File: src/rtl/pms_defines.svh
// Constants for the power mode state machine
// Summary of operation
// - Bus access only in Watchdog, On, Wait
// - Interrupt low outside Watchdog and On
// - Off waits for valid turn-on, no timer
// - Undervoltage in Off rejects turn-on, coin power
// - Cold Start entry paths, sequential power-up
// - Reset timer in Cold Start, resets low
// - Cold Start ignores keepalive and standby
// - Watchdog timer, resets high, then On
// - Keepalive low in On leaves On
// - Restart bit with cut count not at max picks Cold Start, else Off
// - Shutdown request bit enters User Off Wait
// - Wait timer, then User Off or Memory Hold
// - Leaving Wait clears shutdown request bit
// - Low-power states exit only on turn-on or undervoltage
// - Memory Hold resets low, clocks off except keep
// - Power gates open on app reset fall
// - Turn-on in Memory Hold: Cold, defaults, flag
// - Memory-hold bucks stay on, reload defaults
// - User Off resets and processor clock logic
// - User Off keeps bucks with mode bit set
// - Turn-on in User Off enters Warm Start
// - Warm Start keeps held bucks, reloads defaults
// - Warm Start reset timer, flag, release reset
// - Undervoltage with cut enabled and cut count not at max enters power cut
// - Cut expiry to Off clears expired bit
`ifndef PMS_DEFINES_SVH
`define PMS_DEFINES_SVH
`define PMS_A_CTRL 12'h000
`define PMS_A_BUCK 12'h004
`define PMS_A_CUT 12'h008
`define PMS_A_STAT 12'h00C
`define PMS_A_FLAG 12'h010
`define PMS_C_USEROFF 0
`define PMS_C_WARM_START_ENABLE 1
`define PMS_C_KARST 2
`define PMS_C_POWER_CUT_ENABLE 3
`define PMS_C_DRM 4
`define PMS_C_CPUCLK 5
`define PMS_C_UOCLK 6
`define PMS_C_EXPN 7
`define PMS_B_UO 8
`define PMS_CUT_MAX 8
`define PMS_CUT_CLR 16
`define PMS_F_MEMHOLD 0
`define PMS_F_WARM 1
`define PMS_F_CUT 2
`define PMS_F_KARST 3
`define PMS_RESET_TICKS 16'h0010
`define PMS_WDOG_TICKS 16'h0040
`define PMS_WAIT_TICKS 16'h0020
`define PMS_SLOT_LAST 3'h4
`endif

File: src/rtl/pms_pkg.sv
// Types for the power mode state machine
package pms_pkg;
  typedef enum logic [3:0] {
    PMS_OFF, PMS_COLD, PMS_WDOG, PMS_ON, PMS_WAIT, PMS_MEMHOLD, PMS_USEROFF, PMS_WARM, PMS_CUT
  } pms_state_t;

  typedef struct packed {
    pms_state_t st;
    logic [15:0] tmr;
    logic [2:0] slot;
    logic [7:0] ctrl;
    logic [3:0] buck_mh;
    logic [3:0] buck_uo;
    logic [3:0] keep;
    logic [7:0] cut_len;
    logic [3:0] max_cnt;
    logic [3:0] cut_cnt;
    logic [3:0] flags;
    logic [31:0] prdata;
    logic pslverr;
    logic app_rel;
    logic cpu_rel;
    logic gates_closed;
    logic clk_p;
    logic clk_c;
    logic [3:0] bucks;
    logic ldo;
    logic dflt_load;
    logic [1:0] dflt_sel;
    logic core_coin;
    logic slow_prev;
    logic irq;
  } pms_regs_t;
endpackage : pms_pkg

File: src/rtl/pms_top.sv
// Power mode state machine with APB control registers
//
// The register offsets and the APB register port were left to the implementer.
`timescale 1ns/1ps
`default_nettype none
`include "pms_defines.svh"
module pms_top (
  input wire logic CLK_SYS_IN,
  input wire logic RSTN_IN,
  input wire logic PSEL_IN,
  input wire logic PENABLE_IN,
  input wire logic PWRITE_IN,
  input wire logic [11:0] PADDR_IN,
  input wire logic [31:0] PWDATA_IN,
  output logic PREADY_OUT,
  output logic [31:0] PRDATA_OUT,
  output logic PSLVERR_OUT,
  input wire logic SLOW_CLK_IN,
  input wire logic TURN_ON_IN,
  input wire logic SUPPLY_UV_IN,
  input wire logic SUPPLY_ABOVE_ON_IN,
  input wire logic COIN_CELL_OK_IN,
  input wire logic KEEPALIVE_IN,
  input wire logic [1:0] STANDBY_REQUEST_PINS_IN,
  input wire logic [1:0] POWERUP_SELECT_PINS_IN,
  output logic APP_RESET_N_OUT,
  output logic APP_RESET_N_OE_N_OUT,
  output logic CPU_RESET_N_OUT,
  output logic CPU_RESET_N_OE_N_OUT,
  output logic PERIPH_SLOW_CLOCK_OUT,
  output logic CPU_SLOW_CLOCK_OUT,
  output logic [3:0] BUCK_ENABLE_OUT,
  output logic LDO_ENABLE_OUT,
  output logic CORE_POWER_GATE_OUT,
  output logic MEMORY_POWER_GATE_OUT,
  output logic CORE_FROM_COIN_OUT,
  output logic DEFAULTS_LOAD_OUT,
  output logic [1:0] DEFAULTS_SELECT_OUT,
  output logic IRQ_OUT
);
  pms_pkg::pms_regs_t r;
  pms_pkg::pms_regs_t n;

  logic tick;
  logic bus_ok;
  logic setup;
  logic wr;
  logic expired;
  logic cut_allowed;
  pms_pkg::pms_state_t go;

  function automatic logic is_powered(input pms_pkg::pms_state_t s);
    is_powered = (s == pms_pkg::PMS_WDOG) || (s == pms_pkg::PMS_ON) || (s == pms_pkg::PMS_WAIT);
  endfunction : is_powered

  function automatic logic [15:0] timer_len(input pms_pkg::pms_state_t s);
    unique case (s)
      pms_pkg::PMS_COLD, pms_pkg::PMS_WARM: timer_len = `PMS_RESET_TICKS;
      pms_pkg::PMS_WDOG: timer_len = `PMS_WDOG_TICKS;
      pms_pkg::PMS_WAIT: timer_len = `PMS_WAIT_TICKS;
      default: timer_len = 16'h0000;
    endcase
  endfunction : timer_len

  assign tick = SLOW_CLK_IN & ~r.slow_prev;
  assign bus_ok = is_powered(r.st);
  assign setup = PSEL_IN & ~PENABLE_IN;
  assign wr = PSEL_IN & PENABLE_IN & PWRITE_IN & bus_ok;
  assign expired = tick && (r.tmr == 16'h0000);
  assign cut_allowed = r.ctrl[`PMS_C_POWER_CUT_ENABLE] && (r.cut_cnt != r.max_cnt);

  always_comb begin
    n = r;
    go = r.st;
    n.slow_prev = SLOW_CLK_IN;
    n.dflt_load = 1'b0;
    if (tick && (r.tmr != 16'h0000)) begin
      n.tmr = r.tmr - 16'h0001;
    end

    unique case (r.st)
      pms_pkg::PMS_OFF: begin
        // Undervoltage blocks every turn-on attempt
        if (TURN_ON_IN && !SUPPLY_UV_IN) begin
          go = pms_pkg::PMS_COLD;
          n.keep = 4'h0;
        end
      end
      pms_pkg::PMS_COLD, pms_pkg::PMS_WARM: begin
        // Keepalive and standby pins are not looked at here
        if (expired) begin
          go = pms_pkg::PMS_WDOG;
        end
      end
      pms_pkg::PMS_WDOG: begin
        if (expired) begin
          go = pms_pkg::PMS_ON;
        end
      end
      pms_pkg::PMS_ON: begin
        if (r.ctrl[`PMS_C_USEROFF]) begin
          go = pms_pkg::PMS_WAIT;
        end else if (!KEEPALIVE_IN) begin
          // Silent restart shares the cut counter so loops stay bounded
          if (r.ctrl[`PMS_C_KARST] && (r.cut_cnt != r.max_cnt)) begin
            go = pms_pkg::PMS_COLD;
            n.keep = 4'h0;
            n.cut_cnt = r.cut_cnt + 4'h1;
          end else begin
            go = pms_pkg::PMS_OFF;
          end
        end
      end
      pms_pkg::PMS_WAIT: begin
        if (expired) begin
          go = r.ctrl[`PMS_C_WARM_START_ENABLE] ? pms_pkg::PMS_USEROFF : pms_pkg::PMS_MEMHOLD;
        end
      end
      pms_pkg::PMS_MEMHOLD: begin
        if (TURN_ON_IN) begin
          go = pms_pkg::PMS_COLD;
          n.keep = r.buck_mh;
        end
      end
      pms_pkg::PMS_USEROFF: begin
        if (TURN_ON_IN) begin
          go = pms_pkg::PMS_WARM;
          n.keep = r.buck_uo;
        end
      end
      pms_pkg::PMS_CUT: begin
        if (SUPPLY_ABOVE_ON_IN) begin
          go = pms_pkg::PMS_COLD;
          n.keep = 4'h0;
        end else if (expired) begin
          go = pms_pkg::PMS_OFF;
          n.ctrl[`PMS_C_EXPN] = 1'b0;
        end
      end
      default: go = pms_pkg::PMS_OFF;
    endcase

    // Supply loss overrides every other move outside Off and power cut
    if ((r.st != pms_pkg::PMS_OFF) && (r.st != pms_pkg::PMS_CUT) && SUPPLY_UV_IN) begin
      if (cut_allowed) begin
        go = pms_pkg::PMS_CUT;
        n.tmr = {8'h00, r.cut_len};
        n.cut_cnt = r.cut_cnt + 4'h1;
      end else begin
        go = pms_pkg::PMS_OFF;
      end
    end

    // Register writes come after the cut counter steps, so a count clear wins, and before the flag sets and the shutdown-bit clear, so those win
    if (wr) begin
      unique case (PADDR_IN)
        `PMS_A_CTRL: n.ctrl = PWDATA_IN[7:0];
        `PMS_A_BUCK: begin
          n.buck_mh = PWDATA_IN[3:0];
          n.buck_uo = PWDATA_IN[`PMS_B_UO +: 4];
        end
        `PMS_A_CUT: begin
          n.cut_len = PWDATA_IN[7:0];
          n.max_cnt = PWDATA_IN[`PMS_CUT_MAX +: 4];
          if (PWDATA_IN[`PMS_CUT_CLR]) begin
            n.cut_cnt = 4'h0;
          end
        end
        `PMS_A_FLAG: n.flags = r.flags & ~PWDATA_IN[3:0];
        default: n.flags = n.flags;
      endcase
    end

    n.st = go;
    if (go != r.st) begin
      if (go != pms_pkg::PMS_CUT) begin
        n.tmr = timer_len(go);
      end
      if ((go == pms_pkg::PMS_COLD) || (go == pms_pkg::PMS_WARM)) begin
        n.slot = 3'h0;
        n.dflt_load = 1'b1;
        n.dflt_sel = POWERUP_SELECT_PINS_IN;
      end
      if (r.st == pms_pkg::PMS_WAIT) begin
        n.ctrl[`PMS_C_USEROFF] = 1'b0;
      end
      if (r.st == pms_pkg::PMS_MEMHOLD) begin
        n.flags[`PMS_F_MEMHOLD] = 1'b1;
      end
      if ((r.st == pms_pkg::PMS_WARM) && (go == pms_pkg::PMS_WDOG)) begin
        n.flags[`PMS_F_WARM] = 1'b1;
      end
      if (go == pms_pkg::PMS_CUT) begin
        n.flags[`PMS_F_CUT] = 1'b1;
      end
      if ((r.st == pms_pkg::PMS_ON) && (go == pms_pkg::PMS_COLD)) begin
        n.flags[`PMS_F_KARST] = 1'b1;
      end
    end
    // Cut flag is dropped by passing through Off
    if ((go == pms_pkg::PMS_OFF) && (r.st != pms_pkg::PMS_CUT) && (r.st != pms_pkg::PMS_OFF)) begin
      n.flags[`PMS_F_CUT] = n.flags[`PMS_F_CUT];
    end else if (r.st == pms_pkg::PMS_OFF) begin
      n.flags[`PMS_F_CUT] = 1'b0;
    end

    // Power-up sequencing steps one buck per slow tick
    if (((r.st == pms_pkg::PMS_COLD) || (r.st == pms_pkg::PMS_WARM)) && tick && (r.slot != `PMS_SLOT_LAST)) begin
      n.slot = r.slot + 3'h1;
    end

    // Outputs as a function of the state being entered
    n.app_rel = 1'b0;
    n.cpu_rel = 1'b0;
    n.clk_p = 1'b0;
    n.ldo = 1'b0;
    n.bucks = 4'h0;
    n.clk_c = SLOW_CLK_IN & r.ctrl[`PMS_C_DRM];
    n.core_coin = 1'b0;
    unique case (go)
      pms_pkg::PMS_OFF: n.core_coin = SUPPLY_UV_IN & COIN_CELL_OK_IN;
      pms_pkg::PMS_COLD, pms_pkg::PMS_WARM: begin
        // Application reset low in both; processor reset stays high in Warm Start
        n.cpu_rel = (go == pms_pkg::PMS_WARM);
        // Next slot and keep set, so a stale slot cannot switch all bucks on at entry
        for (int i = 0; i < 4; i++) begin
          n.bucks[i] = n.keep[i] | (n.slot > 3'(i));
        end
        n.ldo = (n.slot == `PMS_SLOT_LAST);
        n.clk_p = SLOW_CLK_IN;
        n.clk_c = SLOW_CLK_IN & (r.ctrl[`PMS_C_CPUCLK] | r.ctrl[`PMS_C_DRM]);
      end
      pms_pkg::PMS_WDOG, pms_pkg::PMS_ON, pms_pkg::PMS_WAIT: begin
        n.app_rel = 1'b1;
        n.cpu_rel = 1'b1;
        n.bucks = 4'hF;
        n.ldo = 1'b1;
        n.clk_p = SLOW_CLK_IN;
        n.clk_c = SLOW_CLK_IN & (r.ctrl[`PMS_C_CPUCLK] | r.ctrl[`PMS_C_DRM]);
      end
      pms_pkg::PMS_MEMHOLD: n.bucks = r.buck_mh;
      pms_pkg::PMS_USEROFF: begin
        n.cpu_rel = 1'b1;
        n.bucks = r.buck_uo;
        n.clk_c = SLOW_CLK_IN & ((r.ctrl[`PMS_C_CPUCLK] & r.ctrl[`PMS_C_UOCLK]) | r.ctrl[`PMS_C_DRM]);
      end
      pms_pkg::PMS_CUT: n.bucks = 4'h0;
      default: n.bucks = 4'h0;
    endcase

    // Gates open on the falling app reset into a low-power off state
    if (r.app_rel && !n.app_rel && ((go == pms_pkg::PMS_MEMHOLD) || (go == pms_pkg::PMS_USEROFF))) begin
      n.gates_closed = 1'b0;
    end else if (n.app_rel) begin
      n.gates_closed = 1'b1;
    end else if (!n.bucks[3]) begin
      n.gates_closed = 1'b0;
    end

    n.irq = (|n.flags) && ((go == pms_pkg::PMS_WDOG) || (go == pms_pkg::PMS_ON));

    // Read data is captured in the setup phase and held into the access phase
    if (setup) begin
      n.prdata = 32'h0000_0000;
      n.pslverr = ~bus_ok;
      if (bus_ok && !PWRITE_IN) begin
        unique case (PADDR_IN)
          `PMS_A_CTRL: n.prdata = {24'h00_0000, r.ctrl};
          `PMS_A_BUCK: n.prdata = {20'h0_0000, r.buck_uo, 4'h0, r.buck_mh};
          `PMS_A_CUT: n.prdata = {20'h0_0000, r.max_cnt, r.cut_len};
          `PMS_A_STAT: n.prdata = {16'h0000, STANDBY_REQUEST_PINS_IN, KEEPALIVE_IN, 1'b0, r.cut_cnt, 4'h0, r.st};
          `PMS_A_FLAG: n.prdata = {28'h000_0000, r.flags};
          default: n.pslverr = 1'b1;
        endcase
      end else if (bus_ok) begin
        unique case (PADDR_IN)
          `PMS_A_CTRL, `PMS_A_BUCK, `PMS_A_CUT, `PMS_A_FLAG: n.pslverr = 1'b0;
          default: n.pslverr = 1'b1;
        endcase
      end
    end
  end

  always_ff @(posedge CLK_SYS_IN) begin
    if (!RSTN_IN) begin
      r <= '0;
      r.ctrl[`PMS_C_CPUCLK] <= 1'b1;
    end else begin
      r <= n;
    end
  end

  assign PREADY_OUT = 1'b1;
  assign PRDATA_OUT = r.prdata;
  assign PSLVERR_OUT = r.pslverr & PSEL_IN & PENABLE_IN;
  assign APP_RESET_N_OUT = 1'b0;
  assign APP_RESET_N_OE_N_OUT = r.app_rel;
  assign CPU_RESET_N_OUT = 1'b0;
  assign CPU_RESET_N_OE_N_OUT = r.cpu_rel;
  assign PERIPH_SLOW_CLOCK_OUT = r.clk_p;
  assign CPU_SLOW_CLOCK_OUT = r.clk_c;
  assign BUCK_ENABLE_OUT = r.bucks;
  assign LDO_ENABLE_OUT = r.ldo;
  assign CORE_POWER_GATE_OUT = r.gates_closed;
  assign MEMORY_POWER_GATE_OUT = r.gates_closed;
  assign CORE_FROM_COIN_OUT = r.core_coin;
  assign DEFAULTS_LOAD_OUT = r.dflt_load;
  assign DEFAULTS_SELECT_OUT = r.dflt_sel;
  assign IRQ_OUT = r.irq;
endmodule : pms_top
`default_nettype wire

File: config.mk
export PLATFORM = sky130hd
export DESIGN_NAME = pms_top
export DESIGN_NICKNAME = d
export VERILOG_FILES = /design/src/rtl/pms_pkg.sv /design/src/rtl/pms_top.sv
export VERILOG_INCLUDE_DIRS = /design/src /design/src/rtl
export SDC_FILE = /design/constraint.sdc
export NUM_CORES = 1
export LEC_CHECK = 0
export BUFFER_PORTS_ARGS = -buffer_cell sky130_fd_sc_hd__clkbuf_2
export CAP_MARGIN = 20
export CORE_MARGIN = 2
export CORE_UTILIZATION = 45
export DETAILED_ROUTE_END_ITERATION = 12
export MAX_ROUTING_LAYER = met4
export PLACE_DENSITY = 0.75
export SLEW_MARGIN = 15
export SYNTH_ARGS = -nofsm -noshare
export SYNTH_HDL_FRONTEND = slang
export SYNTH_SLANG_ARGS = --single-unit
export TNS_END_PERCENT = 30
File: constraint.sdc
create_clock -name CLK_SYS_IN -period 3.05 [get_ports CLK_SYS_IN]
set_input_delay 0.1525 -clock CLK_SYS_IN [delete_from_list [all_inputs] [get_ports CLK_SYS_IN]]
set_output_delay 0.1525 -clock CLK_SYS_IN [all_outputs]
set_load 0.005 [all_outputs]
* Yosys cells after proc, flatten, opt, wreduce, memory -nomap -nowiden
Cells that the tools add are included.
** Word-level totals
- Bits in registers :: 112
- Latch bits :: 0
- Memory bits (writable) :: 0
- ROM bits :: 0
- Input bits :: 59
- Output and inout port bits :: 52
- Word-level logic and storage cells :: 202
- Memories :: 0
** Operators by class
- $add $sub $neg :: 3
- Multiply operators :: 0
- Div/mod/pow operators :: 0
- Magnitude comparators :: 4
- Equal/unequal tests :: 27
- Shifts and indexed selects :: 0
- Mux-type cells :: 70
- Bitwise operators :: 24
- Reduce and logical (&&, ||, !) cells :: 48
** Operators by type and width (count)
- 4-bit 2-to-1 mux :: 29
- 16-bit 2-to-1 mux :: 5
- 16-bit one-hot mux with 5 select lines :: 1
- 4-bit by 3-bit equality test with 1-bit output, second input constant :: 8
- 32-bit 2-to-1 mux :: 1
- 4-bit one-hot mux with 8 select lines :: 1
- 12-bit by 4-bit equality test with 1-bit output, second input constant :: 2
- 8-bit 2-to-1 mux :: 3
- 7-bit one-hot mux with 3 select lines :: 1
- 4-bit one-hot mux with 5 select lines :: 1
- 1-bit 2-to-1 mux :: 19
- 19-bit 2-to-1 mux :: 1
- 1-bit logical AND :: 17
- 4-bit by 2-bit equality test with 1-bit output, second input constant :: 4
- 16-bit logical NOT :: 1
- 4-bit one-hot mux with 4 select lines :: 1
- 16-bit nonzero test :: 1
- 16-bit by 1-bit subtractor with 16-bit output, second input constant :: 1
- 2-bit AND reduction :: 7
- 1-bit bitwise AND :: 12
- 12-bit by 3-bit equality test with 1-bit output, second input constant :: 1
- 12-bit by 5-bit equality test with 1-bit output, second input constant :: 1
- 12-bit logical NOT :: 1
- 4-bit OR reduction :: 3
- other kinds (25) :: 54

* Depth between registers and ports, before layout
Gate-level depths: netlist of the first run.
- Word-level depth :: 18
- Depth in mapped cells :: 13
- Depth with buffers taken out :: 11

* Worst setup path after synthesis of the first run
OpenSTA, ideal clock, no wires.
- Kind :: reg-to-reg
- Start point :: reg r[92] (netlist name)
- End point :: reg r, in the netlist BUCK_ENABLE_OUT[2]
- Setup time :: 0.126 ns
- Arrival :: 2.495 ns
- Data required time :: 2.924 ns
- Slack :: 0.429 ns
- Cell stages (with the launch flop) :: 13
- Buffers on the path :: 1
- Clock period less this slack :: 2.621 ns
- Cell sequence :: dfxtp_1 inv_1 ha_1 nor4b_1 and4_1 buf_6 nand2_1 a41o_1 o31ai_4 o2111ai_4 a31oi_4 and3_1 a221oi_2
** On the way
- Word-level cells in the longest chain between the ends :: 14
- Elaborated cells between the ends (all ways) :: 26
- Those cells by class :: order compare (1); eq/ne (8); mux (11); bitwise (1); reduce/logical (5)
** RTL lines
- start, declared :: RTL line pms_top.sv:41 : pms_pkg::pms_regs_t r;
- start signal, assigned :: RTL line pms_top.sv:289 : r <= n;
- 16-bit logical NOT * :: RTL line pms_top.sv:69 : assign expired = tick && (r.tmr == 16'h0000);
- 1-bit logical AND * :: RTL line pms_top.sv:69
- 4-bit 2-to-1 mux :: RTL line pms_top.sv:135 : end else if (expired) begin
- 4-bit 2-to-1 mux :: RTL line pms_top.sv:132 : if (SUPPLY_ABOVE_ON_IN) begin
- 4-bit one-hot mux with 8 select lines * :: RTL line pms_top.sv:81 : unique case (r.st)
- 4-bit 2-to-1 mux * :: RTL line pms_top.sv:144 : if ((r.st != pms_pkg::PMS_OFF) && (r.st != pms_pkg::PMS_CUT) && SUPPLY_UV_IN) begin
- 4-bit by 1-bit equality test with 1-bit output or 4-bit by 3-bit equality test with 1-bit output (tied branches) :: RTL line pms_top.sv:179, pms_top.sv:220
- 1-bit logical OR :: RTL line pms_top.sv:179 : if ((go == pms_pkg::PMS_COLD) || (go == pms_pkg::PMS_WARM)) begin
- 3-bit 2-to-1 mux :: RTL line pms_top.sv:179
- 19-bit 2-to-1 mux :: RTL line pms_top.sv:175 : if (go != r.st) begin
- 3-bit 2-to-1 mux :: RTL line pms_top.sv:208 : if (((r.st == pms_pkg::PMS_COLD) || (r.st == pms_pkg::PMS_WARM)) && tick && (r.slot != `PMS_SLOT_LAST)) begin
- 3-bit by 2-bit > comparator with 1-bit output :: RTL line pms_top.sv:227 : n.bucks[i] = n.keep[i] | (n.slot > 3'(i));
- 1-bit bitwise OR :: RTL line pms_top.sv:227
- 4-bit one-hot mux with 4 select lines * :: RTL line pms_top.sv:220 : unique case (go)
Mark *: on every way between the ends. The rest lies on a longest branch, timed or not.
A chain may end at the register's enable or synchronous reset.

* Final worst setup path of the first run
Same ends and word-level chain as after synthesis.

==> results of run 1 <==
## layer usage
metal  up-vias  wire [um]  part of all wire
li1       2303          -                 -
met1      2245       6100              0.43
met2       156       6830              0.49
met3        28        819             0.058
met4         0        287             0.020
met5         -          0                 0
## stage by stage
stage	cell area (um^2)	hold slack [ps]
floorplan	5470	278
global placement	5680	382
detailed placement	5680	394
CTS	5980	30.8
global route	5990	39.1
finish	5990	32.4
## where the power goes
group          switching [uW]  internal [uW]
Sequential                121           1340
Combinational             739            586
Clock                     494            662
## final timing paths
kind | start | end | slack [ps] | cells past startpoint
setup reg to reg | r[92] | BUCK_ENABLE_OUT[2] | 170 | 11
hold reg to reg | r[62] | r[93] | 500 | 2
hold / removal | PWDATA_IN[5] | r[86] | 30 | 3
setup / recovery | r[92] | BUCK_ENABLE_OUT[2] | 170 | 11
## final cells by class
class	count	area [um^2]	area share
Clock buffer	12	246	0.0411
Clock inverter	4	53.8	0.00898
Timing Repair Buffer	100	573	0.0956
Inverter	14	52.6	0.00877
Multi-Input combinational cell	471	2980	0.497
Sequential cell	95	1900	0.317
Tap cell	147	184	0.0307
## cell usage in the layout (no fill, tap or decap), types with 9 or more instances in the layout
cell type / Yosys / layout
xnor2_1: 15 / 15
mux2_2: 11 / 11
buf_4: 43 / 29
conb_1: 2 / 20
nand2_1: 42 / 42
nor2b_1: 10 / 10
inv_1: 13 / 13
clkbuf_16: 0 / 9
a21oi_1: 42 / 42
nor3_1: 13 / 13
nand3_1: 14 / 14
dfxtp_1: 95 / 95
a22oi_1: 15 / 15
mux2i_1: 29 / 29
nor2_1: 112 / 112
o21ai_0: 11 / 11
clkbuf_2: 0 / 71
## critical path: stages (launching register included)
cell	delay [ps]
dfxtp_1	330
inv_1	90
ha_1	150
nor4b_2	220
and4_2	340
nand2_1	150
a41o_1	310
o31ai_4	380
o2111ai_4	210
and2_1	230
a31oi_1	260
a221oi_2	90
## sequential cells by signal (all words and copies together), names as in the netlist, 2 cells and up
register / count
PRDATA_OUT: 15
r: 65
DEFAULTS_SELECT_OUT: 2
BUCK_ENABLE_OUT: 4
## what timing repair did
item                       4_1_cts  5_1_grt
setup endpoints to repair        0       10
hold buffers                     0        0
gates resized for setup          0        3
## kinds of logic after synthesis
group | after synthesis | synth area share
other cells | 2 | 0.00139
compound gates | 132 | 0.178
xor+xnor | 22 | 0.0357
flops | 95 | 0.352
mux | 41 | 0.0808
fa+ha+maj | 6 | 0.0134
buf+inv | 89 | 0.111
simple gates | 250 | 0.228
==> reports/results.txt, run 1 <==
Worst Setup Path Type: reg -> reg
Fillers: 1111
Met3 Usage GRT: 0.0457
RSZ-0062 raised after global routing: false
Die height: 114 um
WL/cell: 16.6 um
First-pass GRT wire length: 22300 um
Peak Freq: 347 MHz
Area of the mapped netlist: 0.00540 mm^2
Synth warn: 0
Pin count of the biggest net entering global routing: 58
Site row count: 40
Top cells by area, synth: dfxtp_1 35%, nor2_1 7.8%, buf_4 6.0%
Die Area: 0.0129 mm^2
P per Cell Area: 658 mW/mm^2
Ant diodes: 0
Type of origin of the critical path: register
Drt pass-1 iters: 7
Fin worst setup slack: 167 ps
Worst path required time: 3290 ps
DR DRC count: 0
Placed Cells: 827
Final TNS setup: 0 ps
CP Max Fanout: 5
Worst vdd ir: 0.523 mV
Routed wire length: 14000 um
Least-Margin Pin Slew: 672 ps
GR Layer Usage met1: 0.280
Post-synthesis sequential area ratio: 0.352
CTS tree: yes
ANT nets after route: 0
Root Driver: clkbuf_16
Clk_lat worst skew: 350 ps
Clk_skew: 9.70 ps
Most common cell in the netlist: nor2_1
Cells after Synth: 637
Leak: 0.00261 uW
Post-synth EDFFs: 0
Chip width: 114 um
Layout area overhead: 10.9%
Synthesized area per cell: 8.48 um^2
Fin util: 0.505
Total grt overflow: 0
Vias per cell: 5.61
HP Class: in -> reg
Ports: 111
#FFs+latches synth: 95
Unique cell type count in the Yosys netlist: 80
Initial DRC count: 310
Fin crit share: 0.945
Nets: 755
Core area: 0.0119 mm^2
Post-synth top area cell: dfxtp_1
Initial core utilization: 0.455
Vias in the first global route: 4437
Max-slew violation count: 0
Rel. slew slack: 0.552
DP HPWL: 10700 um
Gr busiest metal: met2
Final Hold Fails: 0
CP Capture Type: register
Final Setup Violations: 0
Gr usage total: 0.226
Clk slew on worst S/H paths: 70 ps
Share of layout cells above drive strength 1: 0.217
Post-CTS setup repair buffer count: 0
CTS Sinks: 95
Met2 Use GR: 0.367
CTS max path bufs: 2
DR vias: 4732
Area share of the largest cell type after synthesis: 0.352
Status: finished, final reports clean
Port bufs: 71
Post-synth top cells: 112 x nor2_1, 95 x dfxtp_1, 43 x buf_4, 42 x a21oi_1, 42 x nand2_1
H-tree levels: 3
Power, Total: 3940 uW
Pre-CTS setup slack: 105 ps
Initial antenna violation count: 0
Gp weighted congestion: 0.925
CTS buffer count: 9
Post-synth top flop: dfxtp_1
Max_cap viols: 0
Tmin final: 2880 ps
Finished Layout Cells: 843
Crit path DAT: 3120 ps
Post-synthesis async set-or-reset flop share: 0
(Power assumes the default switching activity.)
==> run 2: changes to the inputs <==
CELL_PAD_IN_SITES_DETAIL_PLACEMENT = 0   (was default)
CELL_PAD_IN_SITES_GLOBAL_PLACEMENT = 2   (was default)
CORE_UTILIZATION = 33   (was 45)
PLACE_DENSITY = 0.88   (was 0.75)
SKIP_LAST_GASP = 1   (was default)
==> run 2 against run 1 <==
  * Combinational power is 5% higher
  * Global-route usage is 4.7 points lower
  * Utilization is 12 points lower
  * Setup slack better by 99 ps
  * First-iteration DRC count is 0.65% higher
  * Critical endpoint is now LDO_ENABLE_OUT
  * Highest routed layer unchanged
==> reports/results.txt, run 2 (synthesis gave the netlist of run 1 again) <==
Drt pass-1 iters: 4
First-pass GRT wire length: 24100 um
Fillers: 1677
Status: finished, final reports clean
Power, Total: 3910 uW
Max_cap viols: 0
CP Max Fanout: 7
Least-Margin Pin Slew: 678 ps
WL/cell: 16.3 um
Worst Setup Path Type: reg -> reg
Final TNS setup: 0 ps
Max-slew violation count: 0
ANT nets after route: 0
Clk slew on worst S/H paths: 60 ps
Rel. slew slack: 0.548
Vias per cell: 5.05
Leak: 0.00269 uW
HP Class: in -> reg
Final Hold Fails: 0
CTS tree: yes
DR DRC count: 0
H-tree levels: 3
Port bufs: 71
Most frequent cells in the layout: 112 x nor2_1, 94 x dfxtp_1, 71 x clkbuf_2
Total grt overflow: 0
Share of layout cells above drive strength 1: 0.239
Tmin final: 2780 ps
Chip width: 132 um
Final Setup Violations: 0
Fin worst setup slack: 267 ps
Flip-flop count of the largest register after layout: 65
CTS buffer count: 9
Die Area: 0.0174 mm^2
Ports: 111
Vias in the first global route: 4647
Crit path DAT: 3030 ps
Peak Freq: 359 MHz
Routed wire length: 15100 um
Pre-CTS setup slack: -11.6 ps
Fin crit share: 0.913
Ant diodes: 0
Worst vdd ir: 0.301 mV
RSZ-0062 raised after global routing: false
Type of origin of the critical path: register
Worst path required time: 3300 ps
Gp weighted congestion: 0.894
Core area: 0.0159 mm^2
DP HPWL: 11600 um
Initial antenna violation count: 0
CTS Sinks: 95
CTS max path bufs: 2
Pin count of the biggest net entering global routing: 34
Site row count: 46
Root Driver: clkbuf_16
DR vias: 4690
Layout area overhead: 14.4%
Hold buffer count at CTS: 0
Most common cell after layout, fill and taps aside: nor2_1
Clk_skew: 7.69 ps
Initial DRC count: 312
Initial core utilization: 0.339
Gr usage total: 0.179
Die height: 132 um
P per Cell Area: 632 mW/mm^2
CP Capture Type: register
Fin util: 0.388
Nets: 771
Clk_lat worst skew: 350 ps
WHS: 41.5 ps
Top reg by flops: r
==> run 2: final cells by class <==
type,count,area (um^2),share of cell area
clock inverter,5,31.3,0.00506
multi-input combinational,471,2990,0.483
clock buffer,11,243,0.0393
tap,216,270,0.0437
inverter,14,52.6,0.00850
timing repair buffer,116,693,0.112
sequential,95,1900,0.308
==> run 2: stage by stage <==
stage	instances	cell area (um^2)
5_1_grt	928	6180
3_3_place_gp	912	5880
4_1_cts	928	6160
2_1_floorplan	655	5470
3_5_place_dp	912	5880
6_report	928	6180
==> run 2: power by group <==
part	internal, uW	leakage (uW)	switching (uW)
combinational	626	0.00178	753
clock	574	0.000136	497
sequential	1340	0.000768	115
==> run 2: repair_timing <==
action	CTS	global route
setup endpoints to repair	2	30
setup buffers	0	0
pin swaps	0	0
gates resized for setup	1	5
==> run 2: critical path, stage by stage (launching register included) <==
cell	delay, ps
dfxtp_1	330
inv_1	80
ha_1	150
nor4b_2	230
and4_4	330
nand2_1	90
buf_4	150
a211o_2	340
a21oi_4	210
o2111ai_4	210
a31oi_4	280
nor2_2	60
a31o_1	210
==> run 2: path summary, 6_finish.rpt <==
| check | start | slack, ps | end | cells past startpoint |
|---|---|---|---|---|
| max | r[92] | 270 | LDO_ENABLE_OUT | 12 |
| min | COIN_CELL_OK_IN | 40 | CORE_FROM_COIN_OUT | 3 |
| max reg2reg | r[92] | 270 | LDO_ENABLE_OUT | 12 |
| min reg2reg | PRDATA_OUT[1] | 490 | PRDATA_OUT[1] | 2 |
==> run 2: metal layers <==
layer / vias up / track usage / wire (um)
li1: 2328 / - / -
met1: 2245 / 0.219 / 6990
met2: 97 / 0.292 / 7300
met3: 20 / 0.0350 / 511
met4: 0 / 0.0640 / 325
met5: - / - / 0
==> run 3: changes to the inputs <==
==> constraint.sdc (replaced) <==
create_clock -name CLK_SYS_IN -period 3.05 [get_ports CLK_SYS_IN]
set_input_delay 0.305 -clock CLK_SYS_IN [delete_from_list [all_inputs] [get_ports CLK_SYS_IN]]
set_output_delay 0.305 -clock CLK_SYS_IN [all_outputs]
set_load 0.005 [all_outputs]
==> run 3 against run 2 <==
  * Clock-buffer cell count decreased by 2
  * Clock skew about the same
  * Final cell count decreased by 0.54%
  * Routed wire length about the same
  * Highest routed layer unchanged
  * Global-route usage decreased by 0.12 points
  * Design area decreased by 0.40%
  * Critical endpoint is now CPU_SLOW_CLOCK_OUT
==> reports/results.txt, run 3 (synthesis gave the netlist of run 1 again) <==
Ports: 111
Critical-path cell with the highest stage delay: dfxtp_1
Clock network fraction of design power: 0.272
ANT nets after route: 0
Root Driver: clkbuf_16
Internal power: 2500 uW
Cells along the critical path: xnor2_1, a22o_1, a32oi_2, or2_0, o21ai_0, a211oi_1, o21ai_0, a21oi_1
Gp weighted congestion: 0.849
FF-to-FF Start: r[109]
Reg2Reg Depth: 8
CP peak stage delay: 720 ps
Hold buffer count at CTS: 0
DR DRC count: 0
Vias per cell: 5.10
WP buf/inv: 0
Vias in the first global route: 4450
CP Capture Type: register
Initial core utilization: 0.339
CP Max Fanout: 18
Nets: 765
Fin crit share: 0.931
DR vias: 4703
Most common cell after layout, fill and taps aside: nor2_1
Net Sw Power: 1390 uW
Most frequent cells in the layout: 111 x nor2_1, 95 x dfxtp_1, 71 x clkbuf_2
Reg area: 0.00190 mm^2
CTS tree: yes
Switching part of the total power: 0.357
Clk_skew: 8.13 ps
RSZ-0062 raised after global routing: false
Routed wire length: 15100 um
Pin count of the biggest net entering global routing: 60
CTS buffer count: 9
Cell family with most CP delay: compound AO/OA/AOI/OAI gates
H-tree levels: 3
Leak: 0.00266 uW
Final Setup Violations: 0
Type of origin of the critical path: register
Flop-to-flop setup slack: 210 ps
Chip width: 132 um
Clk_lat worst skew: 350 ps
Share of layout cells above drive strength 1: 0.235
Max-slew violation count: 0
Rel. slew slack: 0.554
Initial antenna violation count: 1
CTS max path bufs: 2
Fillers: 1693
CP most frequent cell: o21ai_0
Flip-flop count of the largest register after layout: 65
Drt pass-1 iters: 6
Final Hold Fails: 0
Worst Setup Path Type: reg -> reg
Finished Layout Cells: 923
Post-CTS setup repair buffer count: 0
Initial DRC count: 311
Hold wc startpoint: COIN_CELL_OK_IN
Layout area overhead: 14.0%
Site row count: 46
Tmin final: 2840 ps
Peak Freq: 352 MHz
Gr usage total: 0.177
Crit path DAT: 3120 ps
First-pass GRT wire length: 23800 um
Final TNS setup: 0 ps
WL/cell: 16.4 um
HP Class: in -> reg
Area of the multi-input gates: 0.00300 mm^2
Port bufs: 71
Worst vdd ir: 0.354 mV
Clk slew on worst S/H paths: 70 ps
Least-Margin Pin Slew: 669 ps
Power, Total: 3890 uW
DP HPWL: 11500 um
Die Area: 0.0174 mm^2
Die height: 132 um
Core area: 0.0159 mm^2
Hold path cells: 3
Total grt overflow: 0
Logic pwr share: 0.353
Status: finished, final reports clean
Sequential Power Share: 0.376
Worst path required time: 3330 ps
FF-to-FF End: CPU_SLOW_CLOCK_OUT
Max_cap viols: 0
P per Cell Area: 632 mW/mm^2
Placed Cells: 906
Top reg by flops: r
Min-Delay Endpoint: CORE_FROM_COIN_OUT
CTS Sinks: 95
## run 3: metal layers
metal / GRT usage / part of all wire / up-vias
met1: 0.215 / 0.45 / 2265
li1: - / - / 2317
met5: - / 0 / -
met4: 0.0628 / 0.023 / 0
met3: 0.0415 / 0.037 / 18
met2: 0.289 / 0.49 / 103
## run 3: how the worst max path moves through the flow
stage | start | endpoint | slack, ps | depth (start not counted)
after floorplan | r[92] | BUCK_ENABLE_OUT[2] | 430 | 12
after global placement | r[92] | IRQ_OUT | 90 | 11
after detailed placement | r[92] | IRQ_OUT | 50 | 11
after CTS | r[92] | IRQ_OUT | 0.8 | 11
after global routing | r[92] | BUCK_ENABLE_OUT[2] | 10 | 11
final | r[109] | CPU_SLOW_CLOCK_OUT | 210 | 8
## run 3: final cells by class
cell class | count | share of cell area
antenna | 1 | 0.000407
clock buffer | 9 | 0.0366
clock inverter | 7 | 0.00772
inverter | 14 | 0.00854
multi-input combinational | 471 | 0.487
sequential | 95 | 0.309
tap | 216 | 0.0439
timing repair buffer | 110 | 0.107
## run 3: power by group through the flow
stage	Clock, uW	Combinational (uW)	Sequential (uW)
after global routing	1140	1510	1470
final	1060	1370	1460
after detailed placement	0	1330	1490
after global placement	0	1310	1480
after CTS	1090	1340	1460
after floorplan	0	1020	1460
## run 3: what timing repair did
| item | 4_1_cts | 5_1_grt |
|---|---|---|
| hold endpoints to repair | 0 | 0 |
| resized for setup | 0 | 7 |
| setup endpoints to repair | 0 | 28 |
## run 3: per-stage QoR
| step | util | worst slack, ps | cell area, um^2 | hold WS [ps] |
|---|---|---|---|---|
| after floorplan | - | 429 | 5470 | 430 |
| after global placement | 0.367 | 87.7 | 5850 | 472 |
| after detailed placement | 0.367 | 46.7 | 5850 | 475 |
| after CTS | 0.384 | 0.758 | 6120 | 178 |
| after global routing | 0.386 | 13.4 | 6160 | 183 |
| final | 0.386 | 210 | 6160 | 187 |
## run 3: worst register-to-register path, cell delays in order, from the launching register on
cell	delay, ps
dfxtp_1	720
xnor2_1	180
a22o_1	290
a32oi_2	370
or2_0	280
o21ai_0	130
a211oi_1	460
o21ai_0	170
a21oi_1	160
